--- config.mk ---
export PLATFORM = sky130hd
export DESIGN_NAME = celb_latch_bank
export DESIGN_NICKNAME = d
export VERILOG_FILES = /design/src/verilog/celb_pkg.sv /design/src/verilog/celb_sync.sv /design/src/verilog/celb_latch_bank.sv
export SDC_FILE = /design/constraint.sdc
export NUM_CORES = 1
export LEC_CHECK = 0
export BUFFER_PORTS_ARGS = -buffer_cell sky130_fd_sc_hd__buf_2
export CAP_MARGIN = 25
export CORE_MARGIN = 5
export CORE_UTILIZATION = 53
export DETAILED_ROUTE_END_ITERATION = 10
export PLACE_DENSITY = 0.85
export SYNTH_ARGS = -nofsm -noshare
export SYNTH_HDL_FRONTEND = slang
export SYNTH_SLANG_ARGS = --single-unit
--- constraint.sdc ---
create_clock -name sys_clk_i -period 3.82 [get_ports sys_clk_i]
set_clock_uncertainty 0.05 [all_clocks]
set_input_delay 0.573 -clock sys_clk_i [delete_from_list [all_inputs] [get_ports sys_clk_i]]
set_output_delay 0.573 -clock sys_clk_i [all_outputs]
set_load 0.01 [all_outputs]
--- src/verilog/celb_pkg.sv ---
`default_nettype none
package celb_pkg;

  // ---------------------------------------------------------------
  // widths
  // ---------------------------------------------------------------
  localparam int unsigned BUS_W  = 8;
  localparam int unsigned ADDR_W = 8;
  localparam int unsigned DATA_W = 32;
  localparam int unsigned SYNC_W = 13;

  // ---------------------------------------------------------------
  // register offsets (byte addresses)
  // ---------------------------------------------------------------
  localparam logic [ADDR_W-1:0] ADDR_CTRL  = 8'h00;
  localparam logic [ADDR_W-1:0] ADDR_OE    = 8'h04;
  localparam logic [ADDR_W-1:0] ADDR_BIST  = 8'h08;
  localparam logic [ADDR_W-1:0] ADDR_RXPWR = 8'h0C;
  localparam logic [ADDR_W-1:0] ADDR_PINS  = 8'h10;

  // ---------------------------------------------------------------
  // control register fields and reset value
  // ---------------------------------------------------------------
  localparam int unsigned CTRL_SOFT_RST_BIT = 0;
  localparam int unsigned CTRL_OE_OPEN_BIT  = 1;
  localparam int unsigned CTRL_BIST_OPEN_BIT = 2;
  localparam int unsigned CTRL_RX_OPEN_BIT  = 3;
  localparam int unsigned CTRL_W            = 4;
  localparam logic [CTRL_W-1:0] CTRL_RST    = 4'h E;

  // ---------------------------------------------------------------
  // pin status field positions
  // ---------------------------------------------------------------
  localparam int unsigned PINS_BUS_LSB  = 0;
  localparam int unsigned PINS_OE_LE    = 8;
  localparam int unsigned PINS_BIST_LE  = 9;
  localparam int unsigned PINS_RX_LE    = 10;
  localparam int unsigned PINS_RESET_N  = 11;
  localparam int unsigned PINS_REF_TIMING_CLOCK   = 12;

  // ---------------------------------------------------------------
  // latch disabled values
  // ---------------------------------------------------------------
  localparam logic [BUS_W-1:0] OE_RST   = 8'h00;
  localparam logic [BUS_W-1:0] BIST_RST = 8'hFF;
  localparam logic [BUS_W-1:0] RX_RST   = 8'h00;

  // bit-to-channel map: entry i names the bus bit that feeds channel i
  typedef logic [2:0] celb_idx_t;
  typedef celb_idx_t [BUS_W-1:0] celb_map_t;
  localparam celb_map_t MAP_IDENT = {3'h7, 3'h6, 3'h5, 3'h4, 3'h3, 3'h2, 3'h1, 3'h0};

  typedef struct packed {
    logic [BUS_W-1:0] oe;
    logic [BUS_W-1:0] bist;
    logic [BUS_W-1:0] rx;
  } celb_latch_s;

  typedef struct packed {
    logic              wr;
    logic              rd;
    logic [ADDR_W-1:0] addr;
    logic [DATA_W-1:0] wdata;
  } celb_bus_req_s;

endpackage
`default_nettype wire

--- src/verilog/celb_sync.sv ---
`timescale 1ns/1ns
`default_nettype none
module celb_sync #(
  parameter int unsigned W = 1
) (
  input  wire logic         sys_clk_i,
  input  wire logic         rstn_i,
  input  wire logic [W-1:0] async_i,
  input  wire logic [W-1:0] rst_val_i,
  output logic      [W-1:0] sync_o
);

  // reset value input is unused; every flop resets to zero
  logic [W-1:0] meta_r;
  logic [W-1:0] meta_nxt;
  logic [W-1:0] sync_nxt;

  always_comb begin
    meta_nxt = async_i;
    sync_nxt = meta_r;
  end

  for (genvar g = 0; g < W; g++) begin : g_bit
    if (g < 0) begin : g_never
    end
  end

  always_ff @(posedge sys_clk_i or negedge rstn_i) begin
    if (!rstn_i) begin
      meta_r <= '0;
      sync_o <= '0;
    end else begin
      meta_r <= meta_nxt;
      sync_o <= sync_nxt;
    end
  end

endmodule
`default_nettype wire

--- src/verilog/celb_latch_bank.sv ---
`timescale 1ns/1ns
`default_nettype none
// Notes on behaviour
// output latch open passes bus to drivers
// enable bit high drives, low powers down
// output latch falling edge holds bus value
// sampled reset clears all driver enables
// self-test latch open passes bus through
// low self-test bit runs pattern generate/compare
// high self-test bit keeps normal traffic
// self-test latch falling edge holds bus
// reset with latch closed disables self-test
// receive-power latch open passes bus through
// high bit powers receiver, low powers down
// receive-power latch falling edge holds bus
// reset clears all receive power enables
// reset acts when low at reference rising edge
// bit-to-channel mapping is fixed parameter table
module celb_latch_bank #(
  parameter celb_pkg::celb_map_t OE_MAP   = celb_pkg::MAP_IDENT,
  parameter celb_pkg::celb_map_t BIST_MAP = celb_pkg::MAP_IDENT,
  parameter celb_pkg::celb_map_t RX_MAP   = celb_pkg::MAP_IDENT
) (
  input  wire logic                          sys_clk_i,
  input  wire logic                          rstn_i,
  input  wire logic [celb_pkg::BUS_W-1:0]    shared_enable_bus_i,
  input  wire logic                          serial_out_latch_enable_i,
  input  wire logic                          selftest_latch_enable_i,
  input  wire logic                          rx_power_latch_enable_i,
  input  wire logic                          device_reset_n_i,
  input  wire logic                          ref_timing_clock_i,
  input  wire logic [celb_pkg::ADDR_W-1:0]   reg_addr_i,
  input  wire logic [celb_pkg::DATA_W-1:0]   reg_wdata_i,
  input  wire logic                          reg_wr_i,
  input  wire logic                          reg_rd_i,
  output logic      [celb_pkg::DATA_W-1:0]   reg_rdata_o,
  output logic      [celb_pkg::BUS_W-1:0]    serial_out_pair_en_o,
  output logic      [celb_pkg::BUS_W-1:0]    selftest_run_o,
  output logic      [celb_pkg::BUS_W-1:0]    rx_power_en_o
);

  // ---------------------------------------------------------------
  // pin synchronisers
  // ---------------------------------------------------------------
  logic [celb_pkg::SYNC_W-1:0] pins_raw;
  logic [celb_pkg::SYNC_W-1:0] pins_sync;
  logic [celb_pkg::BUS_W-1:0]  bus_s;
  logic                        oe_le_s;
  logic                        bist_le_s;
  logic                        rx_le_s;
  logic                        dev_rst_n_s;
  logic                        ref_s;

  assign pins_raw = {ref_timing_clock_i, device_reset_n_i, rx_power_latch_enable_i,
                     selftest_latch_enable_i, serial_out_latch_enable_i,
                     shared_enable_bus_i};

  celb_sync #(
    .W (celb_pkg::SYNC_W)
  ) u_sync (
    .sys_clk_i (sys_clk_i),
    .rstn_i    (rstn_i),
    .async_i   (pins_raw),
    .rst_val_i ('0),
    .sync_o    (pins_sync)
  );

  assign bus_s       = pins_sync[celb_pkg::PINS_BUS_LSB +: celb_pkg::BUS_W];
  assign oe_le_s     = pins_sync[celb_pkg::PINS_OE_LE];
  assign bist_le_s   = pins_sync[celb_pkg::PINS_BIST_LE];
  assign rx_le_s     = pins_sync[celb_pkg::PINS_RX_LE];
  assign dev_rst_n_s = pins_sync[celb_pkg::PINS_RESET_N];
  assign ref_s       = pins_sync[celb_pkg::PINS_REF_TIMING_CLOCK];

  // ---------------------------------------------------------------
  // reference-edge reset sampling
  // ---------------------------------------------------------------
  logic ref_d_r;
  logic ref_d_nxt;
  logic dev_rst_hit;

  always_comb begin
    ref_d_nxt = ref_s;
  end

  // reset counts only when seen low at a rising reference edge
  assign dev_rst_hit = ref_s && !ref_d_r && !dev_rst_n_s;

  always_ff @(posedge sys_clk_i or negedge rstn_i) begin
    if (!rstn_i) begin
      ref_d_r <= 1'b0;
    end else begin
      ref_d_r <= ref_d_nxt;
    end
  end

  // ---------------------------------------------------------------
  // control register
  // ---------------------------------------------------------------
  logic [celb_pkg::CTRL_W-1:0] ctrl_r;
  logic [celb_pkg::CTRL_W-1:0] ctrl_nxt;
  logic                        soft_rst;

  always_comb begin
    ctrl_nxt = ctrl_r;
    if (reg_wr_i && reg_addr_i == celb_pkg::ADDR_CTRL) begin
      ctrl_nxt = reg_wdata_i[celb_pkg::CTRL_W-1:0];
    end else begin
      // soft reset is self clearing
      ctrl_nxt[celb_pkg::CTRL_SOFT_RST_BIT] = 1'b0;
    end
  end

  always_ff @(posedge sys_clk_i or negedge rstn_i) begin
    if (!rstn_i) begin
      ctrl_r <= celb_pkg::CTRL_RST;
    end else begin
      ctrl_r <= ctrl_nxt;
    end
  end

  assign soft_rst = ctrl_r[celb_pkg::CTRL_SOFT_RST_BIT];

  // ---------------------------------------------------------------
  // latches (reset loads the disabled values, except into an open bist latch; else transparent while enable high and the control open bit set, hold otherwise)
  // ---------------------------------------------------------------
  celb_pkg::celb_latch_s lat_r;
  celb_pkg::celb_latch_s lat_nxt;
  logic                  oe_open;
  logic                  bist_open;
  logic                  rx_open;
  logic                  any_rst;

  assign oe_open   = oe_le_s && ctrl_r[celb_pkg::CTRL_OE_OPEN_BIT];
  assign bist_open = bist_le_s && ctrl_r[celb_pkg::CTRL_BIST_OPEN_BIT];
  assign rx_open   = rx_le_s && ctrl_r[celb_pkg::CTRL_RX_OPEN_BIT];
  assign any_rst   = dev_rst_hit || soft_rst;

  always_comb begin
    lat_nxt = lat_r;
    // closing keeps the last transparent value, since the latch holds it
    if (any_rst) begin
      lat_nxt.oe = celb_pkg::OE_RST;
    end else if (oe_open) begin
      lat_nxt.oe = bus_s;
    end
    // an open self-test latch keeps following the bus through reset
    if (bist_open) begin
      lat_nxt.bist = bus_s;
    end else if (any_rst) begin
      lat_nxt.bist = celb_pkg::BIST_RST;
    end
    if (any_rst) begin
      lat_nxt.rx = celb_pkg::RX_RST;
    end else if (rx_open) begin
      lat_nxt.rx = bus_s;
    end
  end

  always_ff @(posedge sys_clk_i or negedge rstn_i) begin
    if (!rstn_i) begin
      lat_r <= '{oe: celb_pkg::OE_RST, bist: celb_pkg::BIST_RST, rx: celb_pkg::RX_RST};
    end else begin
      lat_r <= lat_nxt;
    end
  end

  // ---------------------------------------------------------------
  // channel mapping and outputs
  // ---------------------------------------------------------------
  logic [celb_pkg::BUS_W-1:0] oe_map_nxt;
  logic [celb_pkg::BUS_W-1:0] bist_map_nxt;
  logic [celb_pkg::BUS_W-1:0] rx_map_nxt;

  for (genvar g = 0; g < celb_pkg::BUS_W; g++) begin : g_map
    assign oe_map_nxt[g]   = lat_nxt.oe[OE_MAP[g]];
    assign bist_map_nxt[g] = !lat_nxt.bist[BIST_MAP[g]];
    assign rx_map_nxt[g]   = lat_nxt.rx[RX_MAP[g]];
  end

  always_ff @(posedge sys_clk_i or negedge rstn_i) begin
    if (!rstn_i) begin
      serial_out_pair_en_o <= '0;
      selftest_run_o       <= '0;
      rx_power_en_o        <= '0;
    end else begin
      serial_out_pair_en_o <= oe_map_nxt;
      selftest_run_o       <= bist_map_nxt;
      rx_power_en_o        <= rx_map_nxt;
    end
  end

  // ---------------------------------------------------------------
  // register read
  // ---------------------------------------------------------------
  logic [celb_pkg::DATA_W-1:0] rdata_nxt;

  always_comb begin
    rdata_nxt = '0;
    if (reg_rd_i) begin
      unique case (reg_addr_i)
        celb_pkg::ADDR_CTRL: begin
          rdata_nxt[celb_pkg::CTRL_W-1:0] = ctrl_r;
        end
        celb_pkg::ADDR_OE: begin
          rdata_nxt[celb_pkg::BUS_W-1:0] = lat_r.oe;
        end
        celb_pkg::ADDR_BIST: begin
          rdata_nxt[celb_pkg::BUS_W-1:0] = lat_r.bist;
        end
        celb_pkg::ADDR_RXPWR: begin
          rdata_nxt[celb_pkg::BUS_W-1:0] = lat_r.rx;
        end
        celb_pkg::ADDR_PINS: begin
          rdata_nxt[celb_pkg::SYNC_W-1:0] = pins_sync;
        end
        default: begin
          rdata_nxt = '0;
        end
      endcase
    end
  end

  always_ff @(posedge sys_clk_i or negedge rstn_i) begin
    if (!rstn_i) begin
      reg_rdata_o <= '0;
    end else begin
      reg_rdata_o <= rdata_nxt;
    end
  end

endmodule
`default_nettype wire

After elaboration in Yosys (flattened, before gate mapping)
Index checks and enable logic that the tools add are counted.
{"block": "totals", "ff_bits": 76, "wordCells": 45}
{"block": "op_classes", "n_eq_ne": 4, "mux": 11, "n_reduce_logical": 20}
{"op": "2-to-1 mux 8 bit", "count": 6}
{"op": "one-hot mux 4 bit (5 select lines)", "count": 1}
{"op": "== test 8 x 4 -> 1 bit, second input constant", "count": 2}
{"op": "one-hot mux 4 bit (4 select lines)", "count": 1}
{"op": "2-to-1 mux 13 bit", "count": 1}
{"op": "logical NOT 1 bit", "count": 10}
{"op": "== test 8 x 3 -> 1 bit, second input constant", "count": 1}
{"op": "== test 8 x 5 -> 1 bit, second input constant", "count": 1}
{"op": "logical NOT 8 bit", "count": 1}
{"op": "logical AND 1 bit", "count": 6}
{"op": "2-to-1 mux 5 bit", "count": 1}
{"op": "nonzero test 2 bit", "count": 2}
{"op": "logical OR 1 bit", "count": 1}
{"op": "2-to-1 mux 1 bit", "count": 1}

Depth between registers and ports, before layout
{"block": "depth", "ltp_word": 7, "ltp_mapped": 5}

By module
Synthesis repeated with hierarchy kept, for this count alone.
{"block": "hier_totals", "hier_cells": 268, "hier_area_um2": 3099.2}
{"module": "celb_latch_bank", "n_inst": 1, "cells_per_inst": 242, "area_each_um2": 2448.6, "seq_area_each_um2": 1265.0}
{"module": "celb_sync", "n_inst": 1, "cells_per_inst": 26, "area_each_um2": 650.6, "seq_area_each_um2": 650.6}

Least setup slack after synthesis
OpenSTA, ideal clock, no wires.
{"block": "synth_timing", "path_kind": "input to register", "from": "in reg_addr_i[3] (netlist name)", "to": "reg ctrl_r[1] (netlist name)", "arrival_time_ns": 1.507, "path_slack_ns": 2.178, "stages": 4, "path_buffers": 1, "path_cell_list": "buf_2 nor4b_2 and3_2 mux2_1"}
{"block": "synth_between", "elab_chain_len": 2}
{"element": "start: declaration", "line": "celb_latch_bank.sv:32", "source": "input wire logic [celb_pkg::ADDR_W-1:0] reg_addr_i,"}
{"element": "logical NOT 8 bit", "line": "celb_latch_bank.sv:106", "source": "if (reg_wr_i && reg_addr_i == celb_pkg::ADDR_CTRL) begin"}
{"element": "logical AND 1 bit", "line": "celb_latch_bank.sv:106"}
{"element": "end signal: assignment", "line": "celb_latch_bank.sv:116", "source": "ctrl_r <= celb_pkg::CTRL_RST;"}
{"element": "end signal: assignment", "line": "celb_latch_bank.sv:118", "source": "ctrl_r <= ctrl_nxt;"}
{"element": "end: declaration", "line": "celb_latch_bank.sv:100", "source": "logic [celb_pkg::CTRL_W-1:0] ctrl_r;"}
No other way between the ends.
A chain may end at the register's enable or synchronous reset.

Worst setup path in the final report
{"block": "layout_timing", "from": "reg serial_out_pair_en_o[3] (netlist name)", "to": "out serial_out_pair_en_o[3] (netlist name)"}
{"element": "start: declaration", "line": "celb_latch_bank.sv:37", "source": "output logic [celb_pkg::BUS_W-1:0] serial_out_pair_en_o,"}
{"element": "start signal: assignment", "line": "celb_latch_bank.sv:187", "source": "serial_out_pair_en_o <= oe_map_nxt;"}
No word-level cell between the ends.

==> reports/results.tsv <==
stage	metric	value	unit
routing	drt-vias-per-instance	5.26	
die	core_area	5570	um2
clock_network	cts_tree	done	
die	die_w	86.4	um
setup_path	critPathLaunch	serial_out_pair_en_o[3]$_DFFE_PN0P_	
routing	wirelength	6130	um
clock_network	post_cts_buffers	0	
global_routing	grt-ovfl-total	0	
logic_synthesis	synth-edff-count	0	
sta	rsz0062_at_grt	no	
global_routing	grt_pass1_vias	2081	
power_and_ir_drop	vdd_drop_max	0.317	mV
power_and_ir_drop	p_int	1.30	mW
placed_design	place.gp.congestion	0.916	
sta	timing.final.crit_share	40.1	%
die	die_y	86.4	um
routing	first_pass_iters	4	
layout	seqCellArea	1920	um2
clock_network	cts_resized	0	
clock_network	cts_buffers	9	
setup_path	crit_path_max_fanout	3	
layout	syn_to_final_growth	12.8	%
setup_path	cp-end-kind	primary output	
routing	routedWlPerCell	15.6	um
setup_path	reg2reg_to	serial_out_pair_en_o[7]$_DFFE_PN0P_	
layout	fin_nets	374	
placed_design	port_buffers	65	
setup_path	arrival	0.91	ns
placed_design	dp_hpwl	4330	um
die	rows	27	
routing	ant_nets	0	
power_and_ir_drop	pwr-share-clk	38.6	%
setup_path	cp_slowest_cell	dfrtp_1	
setup_path	cp.required	3.20	ns
global_routing	grt_first_pass_wirelength	9900	um
power_and_ir_drop	pwr-share-seq	52.4	%
layout	diodes	0	
logic_synthesis	synth_top_flop_cell	dfrtp_1	
logic_synthesis	ys_ff_latch	76	
setup_path	rr_worst_depth	3	
logic_synthesis	postSynthCellCount	267	
setup_path	path_cells	buf_2	
sta	setup_violations	0	
setup_path	path_depth	1	
worst_hold_path	holdCritPathClass	input port to asynchronous set/reset pin	
die	initial_core_util	55.5	%
die	die-area	7460	um2
power_and_ir_drop	power-per-cell-area	486	nW/um2
power_and_ir_drop	swShare	23.4	%
logic_synthesis	syn-cell-area	3090	um2
routing	dr.first_iter.drc_count	137	
setup_path	path_class	flip-flop to primary output	
sta	worstMarginPinSlew	0.677	ns
routing	vias	2073	
logic_synthesis	synthArstFlopShare	100	%
logic_synthesis	seq_area_frac_synth	62.0	%
setup_path	crit_path_end	serial_out_pair_en_o[3]	
die	io_pins	113	
power_and_ir_drop	p_comb_share	9.0	%
setup_path	worstReg2RegStart	ctrl_r[1]$_DFFE_PN1N_	
clock_network	clockBufferDepth	2	
sta	finalCriticalPeriod	1.53	ns
clock_network	h-tree-depth	3	
layout	fillers	451	
logic_synthesis	ys_types	26	
sta	finalHoldViolations	0	
layout	drive_above_1_share	34.2	%
clock_network	clk_pin_slew_worst_paths	0.07	ns
sta	finalSetupTns	0	ns
power_and_ir_drop	power.switching	0.396	mW
setup_path	crit_path_max_incr_delay	0.41	ns
clock_network	cts-root-buf	clkbuf_8	
sta	slew_viol_final	0	
clock_network	numClockSinks	76	
setup_path	cp_top_family	flip-flops	
global_routing	grt.total_usage	17.4	%
global_routing	antenna_found_initial	0	
sta	whs	0.211	ns
clock_network	clk_latency	0.34	ns
layout	multi_input_comb_area	918	um2
sta	fmax	652	MHz
routing	drc	0	
layout	final_cell_mix	65 x dfrtp_1, 65 x buf_2, 31 x a21oi_1, 26 x nand2_1, 20 x nor2_1	
run	max_cap_violations	0	
logic_synthesis	syn_avg_cell_area	11.6	um2
sta	relSlewSlack	54.9	%
power_and_ir_drop	power_leakage	1.81	nW
logic_synthesis	yosys_warnings	0	
outcome	status	finished, final reports clean	
setup_path	path_buf_inv	1	
setup_path	cp-start-kind	flip-flop	
clock_network	hold_buffers	0	
power_and_ir_drop	p_total	1.70	mW
global_routing	grt_max_degree	45	
setup_path	r2r_setup_slack	2.50	ns
worst min path at each step:
stage,startpoint,end
2_1_floorplan,rstn_i,ctrl_r[0]$_DFF_PN0_
3_3_place_gp,u_sync.meta_r[8]$_DFF_PN0_,u_sync.sync_o[8]$_DFF_PN0_
3_5_place_dp,u_sync.meta_r[3]$_DFF_PN0_,u_sync.sync_o[3]$_DFF_PN0_
4_1_cts,rstn_i,u_sync.meta_r[12]$_DFF_PN0_
5_1_grt,shared_enable_bus_i[3],u_sync.meta_r[3]$_DFF_PN0_
6_report,rstn_i,ctrl_r[0]$_DFF_PN0_
cells by family after synthesis:
group                  Yosys count  share of synthesized area [%]
AOI/OAI and AO/OA               49                           9.67
buffers and inverters           48                           10.5
DFF                             76                           62.0
muxes                           15                           5.46
other                            1                          0.121
and+or+nand+nor                 78                           12.3
area by class of cell:
cell class	instances	share of cell area [%]
Sequential cell	76	54.9
Multi-Input combinational cell	161	26.3
Clock inverter	5	2.15
Tap cell	72	2.58
Inverter	2	0.215
Timing Repair Buffer	67	9.76
Clock buffer	11	4.05
state kept, by name, indices dropped and copies added, names as in the netlist:
signal                count
rx_power_en_o             8
u_sync.meta_r            13
lat_r                     8
ctrl_r                    4
ref_d_r                   1
serial_out_pair_en_o      8
u_sync.sync_o            13
selftest_run_o            8
reg_rdata_o              13
worst register-to-register path, stage by stage (launching register included):
cell     delay [ns]
dfstp_2        0.63
nand2_1        0.24
nand2_1        0.18
a21oi_1        0.08
synthesized netlist by cell type, types with 2 or more instances:
library cell	instances	area share [%]
a21o_1	9	2.2
a21oi_1	31	5.0
a22oi_1	6	1.5
and2_1	2	0.40
and3_1	6	1.2
buf_2	2	0.32
buf_4	36	8.7
clkbuf_1	7	0.85
dfrtp_1	65	53
dfstp_2	11	9.3
inv_1	2	0.24
mux2_1	4	1.5
mux2_2	11	4.0
nand2_1	26	3.2
nand3_1	18	2.9
nor2_1	20	2.4
nor3b_2	2	0.81
power groups by stage:
stage          sequential, mW  combinational (mW)  clock, mW
2_1_floorplan           0.892               0.124          0
5_1_grt                 0.894               0.171      0.701
6_report                0.889               0.153      0.655
3_5_place_dp            0.903               0.152          0
4_1_cts                 0.888               0.154      0.667
3_3_place_gp            0.900               0.149          0
metal layers:
layer | wire [um] | track usage, %
met5 | 0 | 0
met4 | 205 | 10.9
met3 | 436 | 3.80
met2 | 3030 | 27.7
met1 | 2460 | 21.5
stage by stage:
step	instances	setup slack (ns)	area, um2	util [%]
2_1_floorplan	285	2.18	3160	-
3_3_place_gp	377	2.03	3260	58.6
3_5_place_dp	377	2.01	3260	58.6
4_1_cts	393	2.21	3480	62.4
5_1_grt	394	2.24	3490	62.6
6_report	394	2.29	3490	62.6
No activity file was read; power rests on OpenSTA's default activity.
